## src/core/cluster_reset_boot_config_pkg.sv

```systemverilog
/*
 * Constants for the cluster reset and boot configuration block:
 * register offsets, field positions, reset values and cycle counts.
 * Assumes a 32-bit APB with byte addresses, one register per word.
 */
package cluster_reset_boot_config_pkg;

    // ****************************************************************
    // sizes
    // ****************************************************************
    localparam int CPU_MAX = 4;
    localparam int CNT_W   = 16;

    // ****************************************************************
    // register offsets (byte addresses)
    // ****************************************************************
    localparam logic [7:0] STATUS_OFF = 8'h00;
    localparam logic [7:0] MODE_OFF   = 8'h04;
    localparam logic [7:0] PERF_OFF   = 8'h08;
    // per-processor groups, word index = processor number
    localparam logic [3:0] SCR_GRP    = 4'h1;
    localparam logic [3:0] AFF_GRP    = 4'h2;
    localparam logic [3:0] VEC_GRP    = 4'h3;

    // ****************************************************************
    // status register fields
    // ****************************************************************
    localparam int ST_FULL_LSB   = 0;
    localparam int ST_CORE_LSB   = 4;
    localparam int ST_DBG_LSB    = 8;
    localparam int ST_L2_BIT     = 12;
    localparam int ST_L1BUSY_LSB = 16;
    localparam int ST_L2BUSY_BIT = 20;
    localparam int ST_LOCK_LSB   = 24;

    // ****************************************************************
    // system control register fields
    // ****************************************************************
    localparam int SCR_EE_BIT = 0;
    localparam int SCR_V_BIT  = 1;
    localparam int SCR_TE_BIT = 2;

    // affinity register cluster field
    localparam int AFF_CLUSTER_LSB = 8;

    // ****************************************************************
    // vector bases and reset values
    // ****************************************************************
    localparam logic [31:0] VEC_LOW_BASE  = 32'h0000_0000;
    localparam logic [31:0] VEC_HIGH_BASE = 32'hFFFF_0000;
    localparam logic [3:0]  MODE_RST      = 4'h0;

    // ****************************************************************
    // invalidate durations in cycles
    // ****************************************************************
    localparam logic [CNT_W-1:0] L1_INVAL_CYCLES = 16'h0040;
    localparam logic [CNT_W-1:0] L2_INVAL_CYCLES = 16'h0100;

endpackage : cluster_reset_boot_config_pkg

```

## src/core/strap_sync.sv

```systemverilog
/*
 * Two-flop synchroniser for a vector of pin levels.
 * Assumes each bit is an independent level; no bus coherence.
 */
`timescale 1ns/1ns
module strap_sync #(
    parameter int WIDTH   = 8,
    parameter logic [WIDTH-1:0] RST_VAL = '0
) (
    // clock and reset
    input  wire logic             ref_clk_i,
    input  wire logic             rst_n_i,
    // pins in, synchronised out
    input  wire logic [WIDTH-1:0] async_i,
    output logic      [WIDTH-1:0] sync_o
);

    logic [WIDTH-1:0] meta_reg;
    logic [WIDTH-1:0] sync_reg;

    // first stage is read only by the second
    always_ff @(posedge ref_clk_i)
    begin
        if (!rst_n_i)
        begin
            meta_reg <= RST_VAL;
            sync_reg <= RST_VAL;
        end
        else
        begin
            meta_reg <= async_i;
            sync_reg <= meta_reg;
        end
    end

    assign sync_o = sync_reg;

endmodule : strap_sync

```

## src/core/cluster_reset_boot_config.sv

```systemverilog
/*
 * Reset domain control and reset-time boot configuration for a
 * cluster of up to four processors, with performance monitor
 * interrupt and event export, behind an APB register slave.
 * Assumes the reset/power controller drives all pins asynchronously
 * and that internal monitor signals share ref_clk_i.
 */
`timescale 1ns/1ns
module cluster_reset_boot_config #(
    parameter int NUM_CPUS = 4,
    parameter int EVENT_W  = 30
) (
    // clock and reset
    input  wire logic               ref_clk_i,
    input  wire logic               rst_n_i,
    // apb slave
    input  wire logic               psel_i,
    input  wire logic               penable_i,
    input  wire logic               pwrite_i,
    input  wire logic [7:0]         paddr_i,
    input  wire logic [31:0]        pwdata_i,
    output logic      [31:0]        prdata_o,
    output logic                    pready_o,
    output logic                    pslverr_o,
    // reset pins from the power controller
    input  wire logic [3:0]         core_full_por_n_i,
    input  wire logic [3:0]         core_only_reset_n_i,
    input  wire logic [3:0]         debug_domain_reset_n_i,
    input  wire logic               shared_cache_ctrl_reset_n_i,
    // strap pins
    input  wire logic [3:0]         first_level_inval_skip_i,
    input  wire logic               second_level_inval_skip_i,
    input  wire logic [3:0]         boot_endian_strap_i,
    input  wire logic [3:0]         high_vector_strap_i,
    input  wire logic [3:0]         exception_state_strap_i,
    input  wire logic [3:0]         cluster_number_in_i,
    input  wire logic [3:0]         secure_sysreg_write_lock_i,
    // internal monitor, same clock
    input  wire logic               perf_irq_req_i,
    input  wire logic [EVENT_W-1:0] perf_events_i,
    // domain resets to the processor logic
    output logic      [3:0]         full_domain_rst_n_o,
    output logic      [3:0]         core_domain_rst_n_o,
    output logic      [3:0]         debug_logic_rst_n_o,
    output logic                    shared_ctrl_rst_n_o,
    // cache invalidate in progress
    output logic      [3:0]         first_level_inval_busy_o,
    output logic                    second_level_inval_busy_o,
    // boot configuration
    output logic      [3:0]         exception_endian_bit_o,
    output logic      [3:0]         high_vectors_o,
    output logic      [3:0]         exception_isa_bit_o,
    output logic      [3:0]         symmetric_mode_out_o,
    // performance monitor export
    output logic                    perf_monitor_irq_n_o,
    output logic      [EVENT_W-1:0] perf_event_bus_o
);

    // ****************************************************************
    // configuration mask
    // ****************************************************************
    // bit n set when processor n is built in
    localparam logic [3:0] CPU_PRESENT = 4'((5'd1 << NUM_CPUS) - 5'd1);

    // vector base from the vector-location bit
    function automatic logic [31:0] vec_base(input logic hi);
        vec_base = hi ? cluster_reset_boot_config_pkg::VEC_HIGH_BASE
                      : cluster_reset_boot_config_pkg::VEC_LOW_BASE;
    endfunction : vec_base

    // ****************************************************************
    // pin synchronisation
    // ****************************************************************
    logic [37:0] pins_raw;
    logic [37:0] pins_sync;

    assign pins_raw = {secure_sysreg_write_lock_i, cluster_number_in_i,
                       exception_state_strap_i, high_vector_strap_i,
                       boot_endian_strap_i, second_level_inval_skip_i,
                       first_level_inval_skip_i, shared_cache_ctrl_reset_n_i,
                       debug_domain_reset_n_i, core_only_reset_n_i,
                       core_full_por_n_i};

    // resets synchronise to the asserted (low) level
    strap_sync #(
        .WIDTH   (38),
        .RST_VAL (38'h0_0000_0000)
    ) u_pin_sync (
        .ref_clk_i (ref_clk_i),
        .rst_n_i   (rst_n_i),
        .async_i   (pins_raw),
        .sync_o    (pins_sync)
    );

    wire [3:0] full_s  = pins_sync[3:0];
    wire [3:0] core_s  = pins_sync[7:4];
    wire [3:0] dbg_s   = pins_sync[11:8];
    wire       l2_s    = pins_sync[12];
    wire [3:0] l1sk_s  = pins_sync[16:13];
    wire       l2sk_s  = pins_sync[17];
    wire [3:0] end_s   = pins_sync[21:18];
    wire [3:0] vhi_s   = pins_sync[25:22];
    wire [3:0] te_s    = pins_sync[29:26];
    wire [3:0] clus_s  = pins_sync[33:30];
    wire [3:0] lock_s  = pins_sync[37:34];

    // ****************************************************************
    // reset domain decode
    // ****************************************************************
    // full reset covers the core and debug domains; the shared reset is separate
    wire [3:0] full_n  = full_s & CPU_PRESENT;
    wire [3:0] core_n  = full_n & core_s;
    wire [3:0] dbg_n   = full_n & dbg_s;
    // processor counts as in reset while its core domain is held
    wire [3:0] in_rst  = ~core_n;

    // ****************************************************************
    // apb decode
    // ****************************************************************
    wire [1:0] cpu_sel   = paddr_i[3:2];
    wire [3:0] grp       = paddr_i[7:4];
    wire       aligned   = (paddr_i[1:0] == 2'b00);
    wire       hit_stat  = (paddr_i == cluster_reset_boot_config_pkg::STATUS_OFF);
    wire       hit_mode  = (paddr_i == cluster_reset_boot_config_pkg::MODE_OFF);
    wire       hit_perf  = (paddr_i == cluster_reset_boot_config_pkg::PERF_OFF);
    wire       hit_scr   = aligned && (grp == cluster_reset_boot_config_pkg::SCR_GRP);
    wire       hit_aff   = aligned && (grp == cluster_reset_boot_config_pkg::AFF_GRP);
    wire       hit_vec   = aligned && (grp == cluster_reset_boot_config_pkg::VEC_GRP);
    wire       hit_any   = hit_stat | hit_mode | hit_perf | hit_scr | hit_aff | hit_vec;
    wire       wr_ok     = hit_mode | hit_scr;

    logic        pready_reg;
    logic        pslverr_reg;
    logic [31:0] prdata_reg;

    // write commits at the edge where pready is seen high
    wire       acc_done  = psel_i & penable_i & pready_reg;
    wire       wr_fire   = acc_done & pwrite_i;
    wire       answer    = psel_i & penable_i & ~pready_reg;

    // ****************************************************************
    // per-processor state
    // ****************************************************************
    localparam int CPU_MAX_IDX = cluster_reset_boot_config_pkg::CPU_MAX - 1;

    logic [3:0]       ee_reg;
    logic [3:0]       vhi_reg;
    logic [3:0]       te_reg;
    logic [3:0]       clus_reg [CPU_MAX_IDX:0];
    logic [3:0]       l1sk_reg;
    logic             l2sk_reg;
    logic [3:0]       mode_reg;
    logic [3:0]       in_rst_d_reg;
    logic             l2_rst_d_reg;
    logic [3:0]       l1_busy_reg;
    logic             l2_busy_reg;
    logic [15:0]      l1_cnt_reg [CPU_MAX_IDX:0];
    logic [15:0]      l2_cnt_reg;

    // locked processors refuse control register writes
    wire scr_wr = wr_fire & hit_scr & CPU_PRESENT[cpu_sel]
                & ~in_rst[cpu_sel] & ~lock_s[cpu_sel];
    wire [3:0] l1_rel = in_rst_d_reg & ~in_rst;
    wire       l2_rel = l2_rst_d_reg & l2_s;

    // ****************************************************************
    // read data mux
    // ****************************************************************
    wire [31:0] stat_word =
        (32'(full_n)   << cluster_reset_boot_config_pkg::ST_FULL_LSB)
      | (32'(core_n)   << cluster_reset_boot_config_pkg::ST_CORE_LSB)
      | (32'(dbg_n)    << cluster_reset_boot_config_pkg::ST_DBG_LSB)
      | (32'(l2_s)     << cluster_reset_boot_config_pkg::ST_L2_BIT)
      | (32'(l1_busy_reg) << cluster_reset_boot_config_pkg::ST_L1BUSY_LSB)
      | (32'(l2_busy_reg) << cluster_reset_boot_config_pkg::ST_L2BUSY_BIT)
      | (32'(lock_s)   << cluster_reset_boot_config_pkg::ST_LOCK_LSB);
    wire [31:0] scr_word =
        (32'(ee_reg[cpu_sel])  << cluster_reset_boot_config_pkg::SCR_EE_BIT)
      | (32'(vhi_reg[cpu_sel]) << cluster_reset_boot_config_pkg::SCR_V_BIT)
      | (32'(te_reg[cpu_sel])  << cluster_reset_boot_config_pkg::SCR_TE_BIT);
    wire [31:0] aff_word =
        (32'(clus_reg[cpu_sel]) << cluster_reset_boot_config_pkg::AFF_CLUSTER_LSB)
      | 32'(cpu_sel);
    wire [31:0] vec_word = vec_base(vhi_reg[cpu_sel]);
    wire [31:0] rd_word =
        hit_stat ? stat_word :
        hit_mode ? 32'(mode_reg) :
        hit_perf ? 32'(~perf_monitor_irq_n_o) :
        hit_scr  ? scr_word :
        hit_aff  ? aff_word :
        hit_vec  ? vec_word : 32'h0000_0000;

    // ****************************************************************
    // apb response, one wait state
    // ****************************************************************
    // registered answer keeps pready glitch free
    always_ff @(posedge ref_clk_i)
    begin
        if (!rst_n_i)
        begin
            pready_reg  <= 1'b0;
            pslverr_reg <= 1'b0;
            prdata_reg  <= 32'h0000_0000;
        end
        else
        begin
            pready_reg  <= answer;
            pslverr_reg <= answer & (~hit_any | (pwrite_i & ~wr_ok));
            prdata_reg  <= (answer & ~pwrite_i & hit_any) ? rd_word : 32'h0000_0000;
        end
    end

    // ****************************************************************
    // strap capture and control register
    // ****************************************************************
    // straps track pins during reset and freeze at release
    always_ff @(posedge ref_clk_i)
    begin
        if (!rst_n_i)
        begin
            ee_reg   <= 4'h0;
            vhi_reg  <= 4'h0;
            te_reg   <= 4'h0;
            l1sk_reg <= 4'h0;
        end
        else
        begin
            for (int i = 0; i < cluster_reset_boot_config_pkg::CPU_MAX; i++)
            begin
                if (in_rst[i])
                begin
                    ee_reg[i]   <= end_s[i] & CPU_PRESENT[i];
                    vhi_reg[i]  <= vhi_s[i] & CPU_PRESENT[i];
                    te_reg[i]   <= te_s[i] & CPU_PRESENT[i];
                    l1sk_reg[i] <= l1sk_s[i];
                end
                else if (scr_wr && (cpu_sel == 2'(i)))
                begin
                    ee_reg[i]  <= pwdata_i[cluster_reset_boot_config_pkg::SCR_EE_BIT];
                    vhi_reg[i] <= pwdata_i[cluster_reset_boot_config_pkg::SCR_V_BIT];
                    te_reg[i]  <= pwdata_i[cluster_reset_boot_config_pkg::SCR_TE_BIT];
                end
            end
        end
    end

    always_ff @(posedge ref_clk_i)
    begin
        for (int i = 0; i < cluster_reset_boot_config_pkg::CPU_MAX; i++)
        begin
            if (!rst_n_i)
                clus_reg[i] <= 4'h0;
            else if (in_rst[i])
                clus_reg[i] <= clus_s;
        end
    end

    // ****************************************************************
    // mode register
    // ****************************************************************
    // software sets symmetric mode per processor
    always_ff @(posedge ref_clk_i)
    begin
        if (!rst_n_i)
            mode_reg <= cluster_reset_boot_config_pkg::MODE_RST;
        else if (wr_fire && hit_mode)
            mode_reg <= pwdata_i[3:0] & CPU_PRESENT;
    end

    // ****************************************************************
    // level-one invalidate sequencers
    // ****************************************************************
    // invalidate after release unless skipped
    always_ff @(posedge ref_clk_i)
    begin
        if (!rst_n_i)
        begin
            in_rst_d_reg <= 4'hF;
            l1_busy_reg  <= 4'h0;
            for (int i = 0; i < cluster_reset_boot_config_pkg::CPU_MAX; i++)
                l1_cnt_reg[i] <= 16'h0000;
        end
        else
        begin
            in_rst_d_reg <= in_rst;
            for (int i = 0; i < cluster_reset_boot_config_pkg::CPU_MAX; i++)
            begin
                if (in_rst[i])
                begin
                    l1_busy_reg[i] <= 1'b0;
                end
                else if (l1_rel[i] && !l1sk_reg[i])
                begin
                    l1_busy_reg[i] <= 1'b1;
                    l1_cnt_reg[i]  <= cluster_reset_boot_config_pkg::L1_INVAL_CYCLES
                                    - 16'h0001;
                end
                else if (l1_busy_reg[i])
                begin
                    l1_busy_reg[i] <= (l1_cnt_reg[i] != 16'h0000);
                    l1_cnt_reg[i]  <= l1_cnt_reg[i] - 16'h0001;
                end
            end
        end
    end

    // ****************************************************************
    // level-two invalidate sequencer
    // ****************************************************************
    // shared invalidate after release unless skipped
    always_ff @(posedge ref_clk_i)
    begin
        if (!rst_n_i)
        begin
            l2_rst_d_reg <= 1'b1;
            l2sk_reg     <= 1'b0;
            l2_busy_reg  <= 1'b0;
            l2_cnt_reg   <= 16'h0000;
        end
        else
        begin
            l2_rst_d_reg <= ~l2_s;
            if (!l2_s)
            begin
                l2sk_reg    <= l2sk_s;
                l2_busy_reg <= 1'b0;
            end
            else if (l2_rel && !l2sk_reg)
            begin
                l2_busy_reg <= 1'b1;
                l2_cnt_reg  <= cluster_reset_boot_config_pkg::L2_INVAL_CYCLES
                             - 16'h0001;
            end
            else if (l2_busy_reg)
            begin
                l2_busy_reg <= (l2_cnt_reg != 16'h0000);
                l2_cnt_reg  <= l2_cnt_reg - 16'h0001;
            end
        end
    end

    // ****************************************************************
    // output registers
    // ****************************************************************
    // every output leaves a flop; absent processors stay in reset
    always_ff @(posedge ref_clk_i)
    begin
        if (!rst_n_i)
        begin
            full_domain_rst_n_o       <= 4'h0;
            core_domain_rst_n_o       <= 4'h0;
            debug_logic_rst_n_o       <= 4'h0;
            shared_ctrl_rst_n_o       <= 1'b0;
            first_level_inval_busy_o  <= 4'h0;
            second_level_inval_busy_o <= 1'b0;
            exception_endian_bit_o    <= 4'h0;
            high_vectors_o            <= 4'h0;
            exception_isa_bit_o       <= 4'h0;
            symmetric_mode_out_o      <= 4'h0;
            perf_monitor_irq_n_o      <= 1'b1;
            perf_event_bus_o          <= '0;
        end
        else
        begin
            full_domain_rst_n_o       <= full_n;
            core_domain_rst_n_o       <= core_n;
            debug_logic_rst_n_o       <= dbg_n;
            shared_ctrl_rst_n_o       <= l2_s;
            first_level_inval_busy_o  <= l1_busy_reg;
            second_level_inval_busy_o <= l2_busy_reg;
            exception_endian_bit_o    <= ee_reg;
            high_vectors_o            <= vhi_reg;
            exception_isa_bit_o       <= te_reg;
            symmetric_mode_out_o      <= mode_reg & CPU_PRESENT;
            perf_monitor_irq_n_o      <= ~perf_irq_req_i;
            perf_event_bus_o          <= perf_events_i;
        end
    end

    assign prdata_o  = prdata_reg;
    assign pready_o  = pready_reg;
    assign pslverr_o = pslverr_reg;

endmodule : cluster_reset_boot_config

```

## config.mk

```make
export PLATFORM = sky130hd
export DESIGN_NAME = cluster_reset_boot_config
export DESIGN_NICKNAME = d
export VERILOG_FILES = /design/src/core/cluster_reset_boot_config_pkg.sv /design/src/core/strap_sync.sv /design/src/core/cluster_reset_boot_config.sv
export SDC_FILE = /design/constraint.sdc
export NUM_CORES = 1
export LEC_CHECK = 0
export ABC_AREA = 1
export BUFFER_PORTS_ARGS = -buffer_cell sky130_fd_sc_hd__buf_2
export CAP_MARGIN = 25
export CORE_UTILIZATION = 50
export DETAILED_ROUTE_END_ITERATION = 10
export GPL_ROUTABILITY_DRIVEN = 0
export GPL_TIMING_DRIVEN = 0
export HOLD_SLACK_MARGIN = 0.1
export PLACE_DENSITY = 0.73
export RECOVER_POWER = 50
export SYNTH_ARGS = -nofsm -noshare
export SYNTH_HDL_FRONTEND = slang
export SYNTH_HIERARCHICAL = 1
export SYNTH_SLANG_ARGS = --single-unit
```

## constraint.sdc

```tcl
create_clock -name ref_clk_i -period 2.1 [get_ports ref_clk_i]
set_input_delay 0.315 -clock ref_clk_i [delete_from_list [all_inputs] [get_ports ref_clk_i]]
set_output_delay 0.315 -clock ref_clk_i [all_outputs]
set_load 0.02 [all_outputs]
```

==> metrics.txt <==
# fillers=1847; Reg-to-Reg Start=u_pin_sync/sync_o[0]; DRT antenna net count=0; maximum fanout along the worst path=16; Buffers on Ports=182; fmax=506 MHz; pin count of the biggest net entering global routing=17; combined area of the multi-input logic cells=3890 um2; core area=22900 um2; Fin. Hold Viols=0; setup repair bufs after CTS=0; register-to-register setup slack=0.12 ns; Setup violations, final=0; CTS tree=yes; layout cells sized above 1=0.146; via density per instance=4.87; WP data required=2.33 ns; count leader, synth=nand2_1; asr flop ratio synth=0; storage element area=6710 um2; clock buffer depth=3; initial DRC count=613; WS Path Type=reg -> reg; reg2reg path depth=6; DR vias=10100; drt first pass iters=5; final setup TNS=0 ns; die area=24300 um2; critical path endpoint category=flop; drt total wl=30200 um; Die Span Y=156 um; P&R area growth vs syn=27.5%; CTS Buf Count=30; peak supply drop=0.630 mV; H-tree levels=1; initial antenna violation count=2; EDFF count, synth=80; Max Cap Viol=0; placed instance area=13100 um2; fin. max-slew vios=0; final cell count without fillers=2066; flops & latches, synth=295; CTS Root Cell=clkbuf_16; clk_lat worst skew=0.57 ns; main flop type after synthesis=dfxtp_1; post-route cell area=15100 um2; run status=completed; Worst Tran Pin Value=0.761 ns; Rows=55; Ys Warns=6; Largest register FFs=64; Post-DP HPWL=20400 um; Synth area leader=dfxtp_1; number of global-route vias before repair=9702; crit share post-route=0.941; min Tclk post-route=1.98 ns; Data arrival, critical path=2.21 ns; Post-synth top cells=nand2_1 (325), inv_1 (263), dfxtp_1 (215), nor2_1 (182); Mean Syn Cell Area=8.28 um2; Leak=7.45 nW; Synth cell types=46; Slew HR=0.493; Syn Inst Count=1429; Die W=156 um; starting density of the core=0.516; Seq/Total Area, Yosys=0.567; Placed Cells=1924; Worst Setup SP=u_pin_sync/sync_o[0]; gr usage total=0.248; Worst setup SP type=flop; grt ovf=0; Residual DRC=0; # nets final=1847; Hold Crit Class=in -> reg; post-DR wirelength/cell=14.6 um; post-synth top area share=0.364; I/O Pins=213; Post-Syn Area=11800 um2; clk_skew=0.0278 ns; crit path to=l1_cnt_reg[0][7]; r2r endpoint=l1_cnt_reg[0][7]; Pwr per Cell Area=864 nW/um2; Synth area leaders=dfxtp_1 (36%), edfxtp_1 (20%), nand2_1 (10%), inv_1 (8.3%), nor2_1 (5.8%); Post-Syn Nets=1549; global-route wire length before repair=47300 um; Reg clk slew, reported paths=0.06 ns; Sink Count=295
through the flow:
stage           util  setup WS [ns]  hold WS (ns)  total power, mW
4_1_cts        0.661        0.00625         0.106             13.1
3_5_place_dp   0.573         -0.759         0.395             7.04
6_report       0.658          0.125         0.120             13.0
5_1_grt        0.658        -0.0122         0.125             13.5
3_3_place_gp   0.573         -0.742         0.395             7.01
2_1_floorplan      -          0.199         0.385             6.75
area by class of cell:
cell class                      instances  area share
Antenna cell                            2    0.000332
Buffer                                 36      0.0138
Clock buffer                           43      0.0612
Clock inverter                         13      0.0145
Inverter                              283      0.0706
Multi-Input combinational cell        815       0.258
Sequential cell                       295       0.445
Tap cell                              313      0.0260
Timing Repair Buffer                  266       0.111
cells by family (layout without fill, tap and decap cells):
kind of cell | Yosys count | in the layout | share of synthesized area
AOI/OAI and AO/OA | 157 | 157 | 0.0702
xor gates and xnor gates | 14 | 14 | 0.0104
adders and majority gates | 6 | 6 | 0.00635
buffers and inverters | 319 | 641 | 0.108
DFF | 295 | 295 | 0.567
other | 0 | 2 | 0
and+or+nand+nor | 638 | 638 | 0.238
critical path: stages, from the launching register on:
cell	delay [ns]
dfxtp_1	0.35
nand2_1	0.19
inv_1	0.17
nand3_1	0.13
nor2_1	0.07
nor2_1	0.45
nand2_4	0.28
repair_timing:
item / in CTS / in global routing
hold endpoints to repair: 109 / 0
endpoints found under the setup margin: 64 / 68
hold buffers: 84 / 0
resized for setup: 8 / 10
where the power goes:
group | internal, mW | switching (mW)
Sequential | 6.03 | 0.113
Clock | 3.69 | 2.27
Combinational | 0.364 | 0.559
Total | 10.1 | 2.94
layout by cell type (no fill, tap or decap), types with 7 or more instances in the layout:
master / Yosys / final
clkinv_1: 2 / 12
or2_2: 8 / 8
inv_2: 17 / 8
nor3_1: 9 / 8
nor2_1: 182 / 181
nand4_1: 20 / 20
a31oi_1: 7 / 7
clkbuf_1: 11 / 77
nor2_2: 6 / 7
xor2_1: 10 / 10
nand3_1: 51 / 50
o21ai_0: 58 / 58
dfxtp_1: 215 / 215
buf_4: 13 / 13
buf_2: 8 / 127
nand2_2: 7 / 8
edfxtp_1: 80 / 80
a21oi_1: 80 / 79
clkbuf_16: 0 / 33
inv_1: 263 / 262
dlygate4sd3_1: 0 / 84
nand2_1: 325 / 322
how the worst min path moves through the flow:
stage                     cells after the start              startpoint  slack (ns)                     endpoint
final                                         3                 rst_n_i        0.12  first_level_inval_busy_o[1]
after global routing                          3                 rst_n_i        0.12  first_level_inval_busy_o[3]
after floorplan                               1          perf_irq_req_i        0.38         perf_monitor_irq_n_o
after global placement                        2  u_pin_sync/meta_reg[4]        0.39         u_pin_sync/sync_o[4]
after CTS                                     3                 rst_n_i        0.11  first_level_inval_busy_o[1]
after detailed placement                      2  u_pin_sync/meta_reg[6]        0.40         u_pin_sync/sync_o[6]
layer usage:
layer	vias up	routed length (um)	global-route usage
met5	-	0	0
met4	0	1100	0.107
met3	79	2250	0.0469
met2	346	14200	0.422
met1	4615	12600	0.306
li1	5027	-	-
Note: power is estimated with default switching activity, not from simulation.
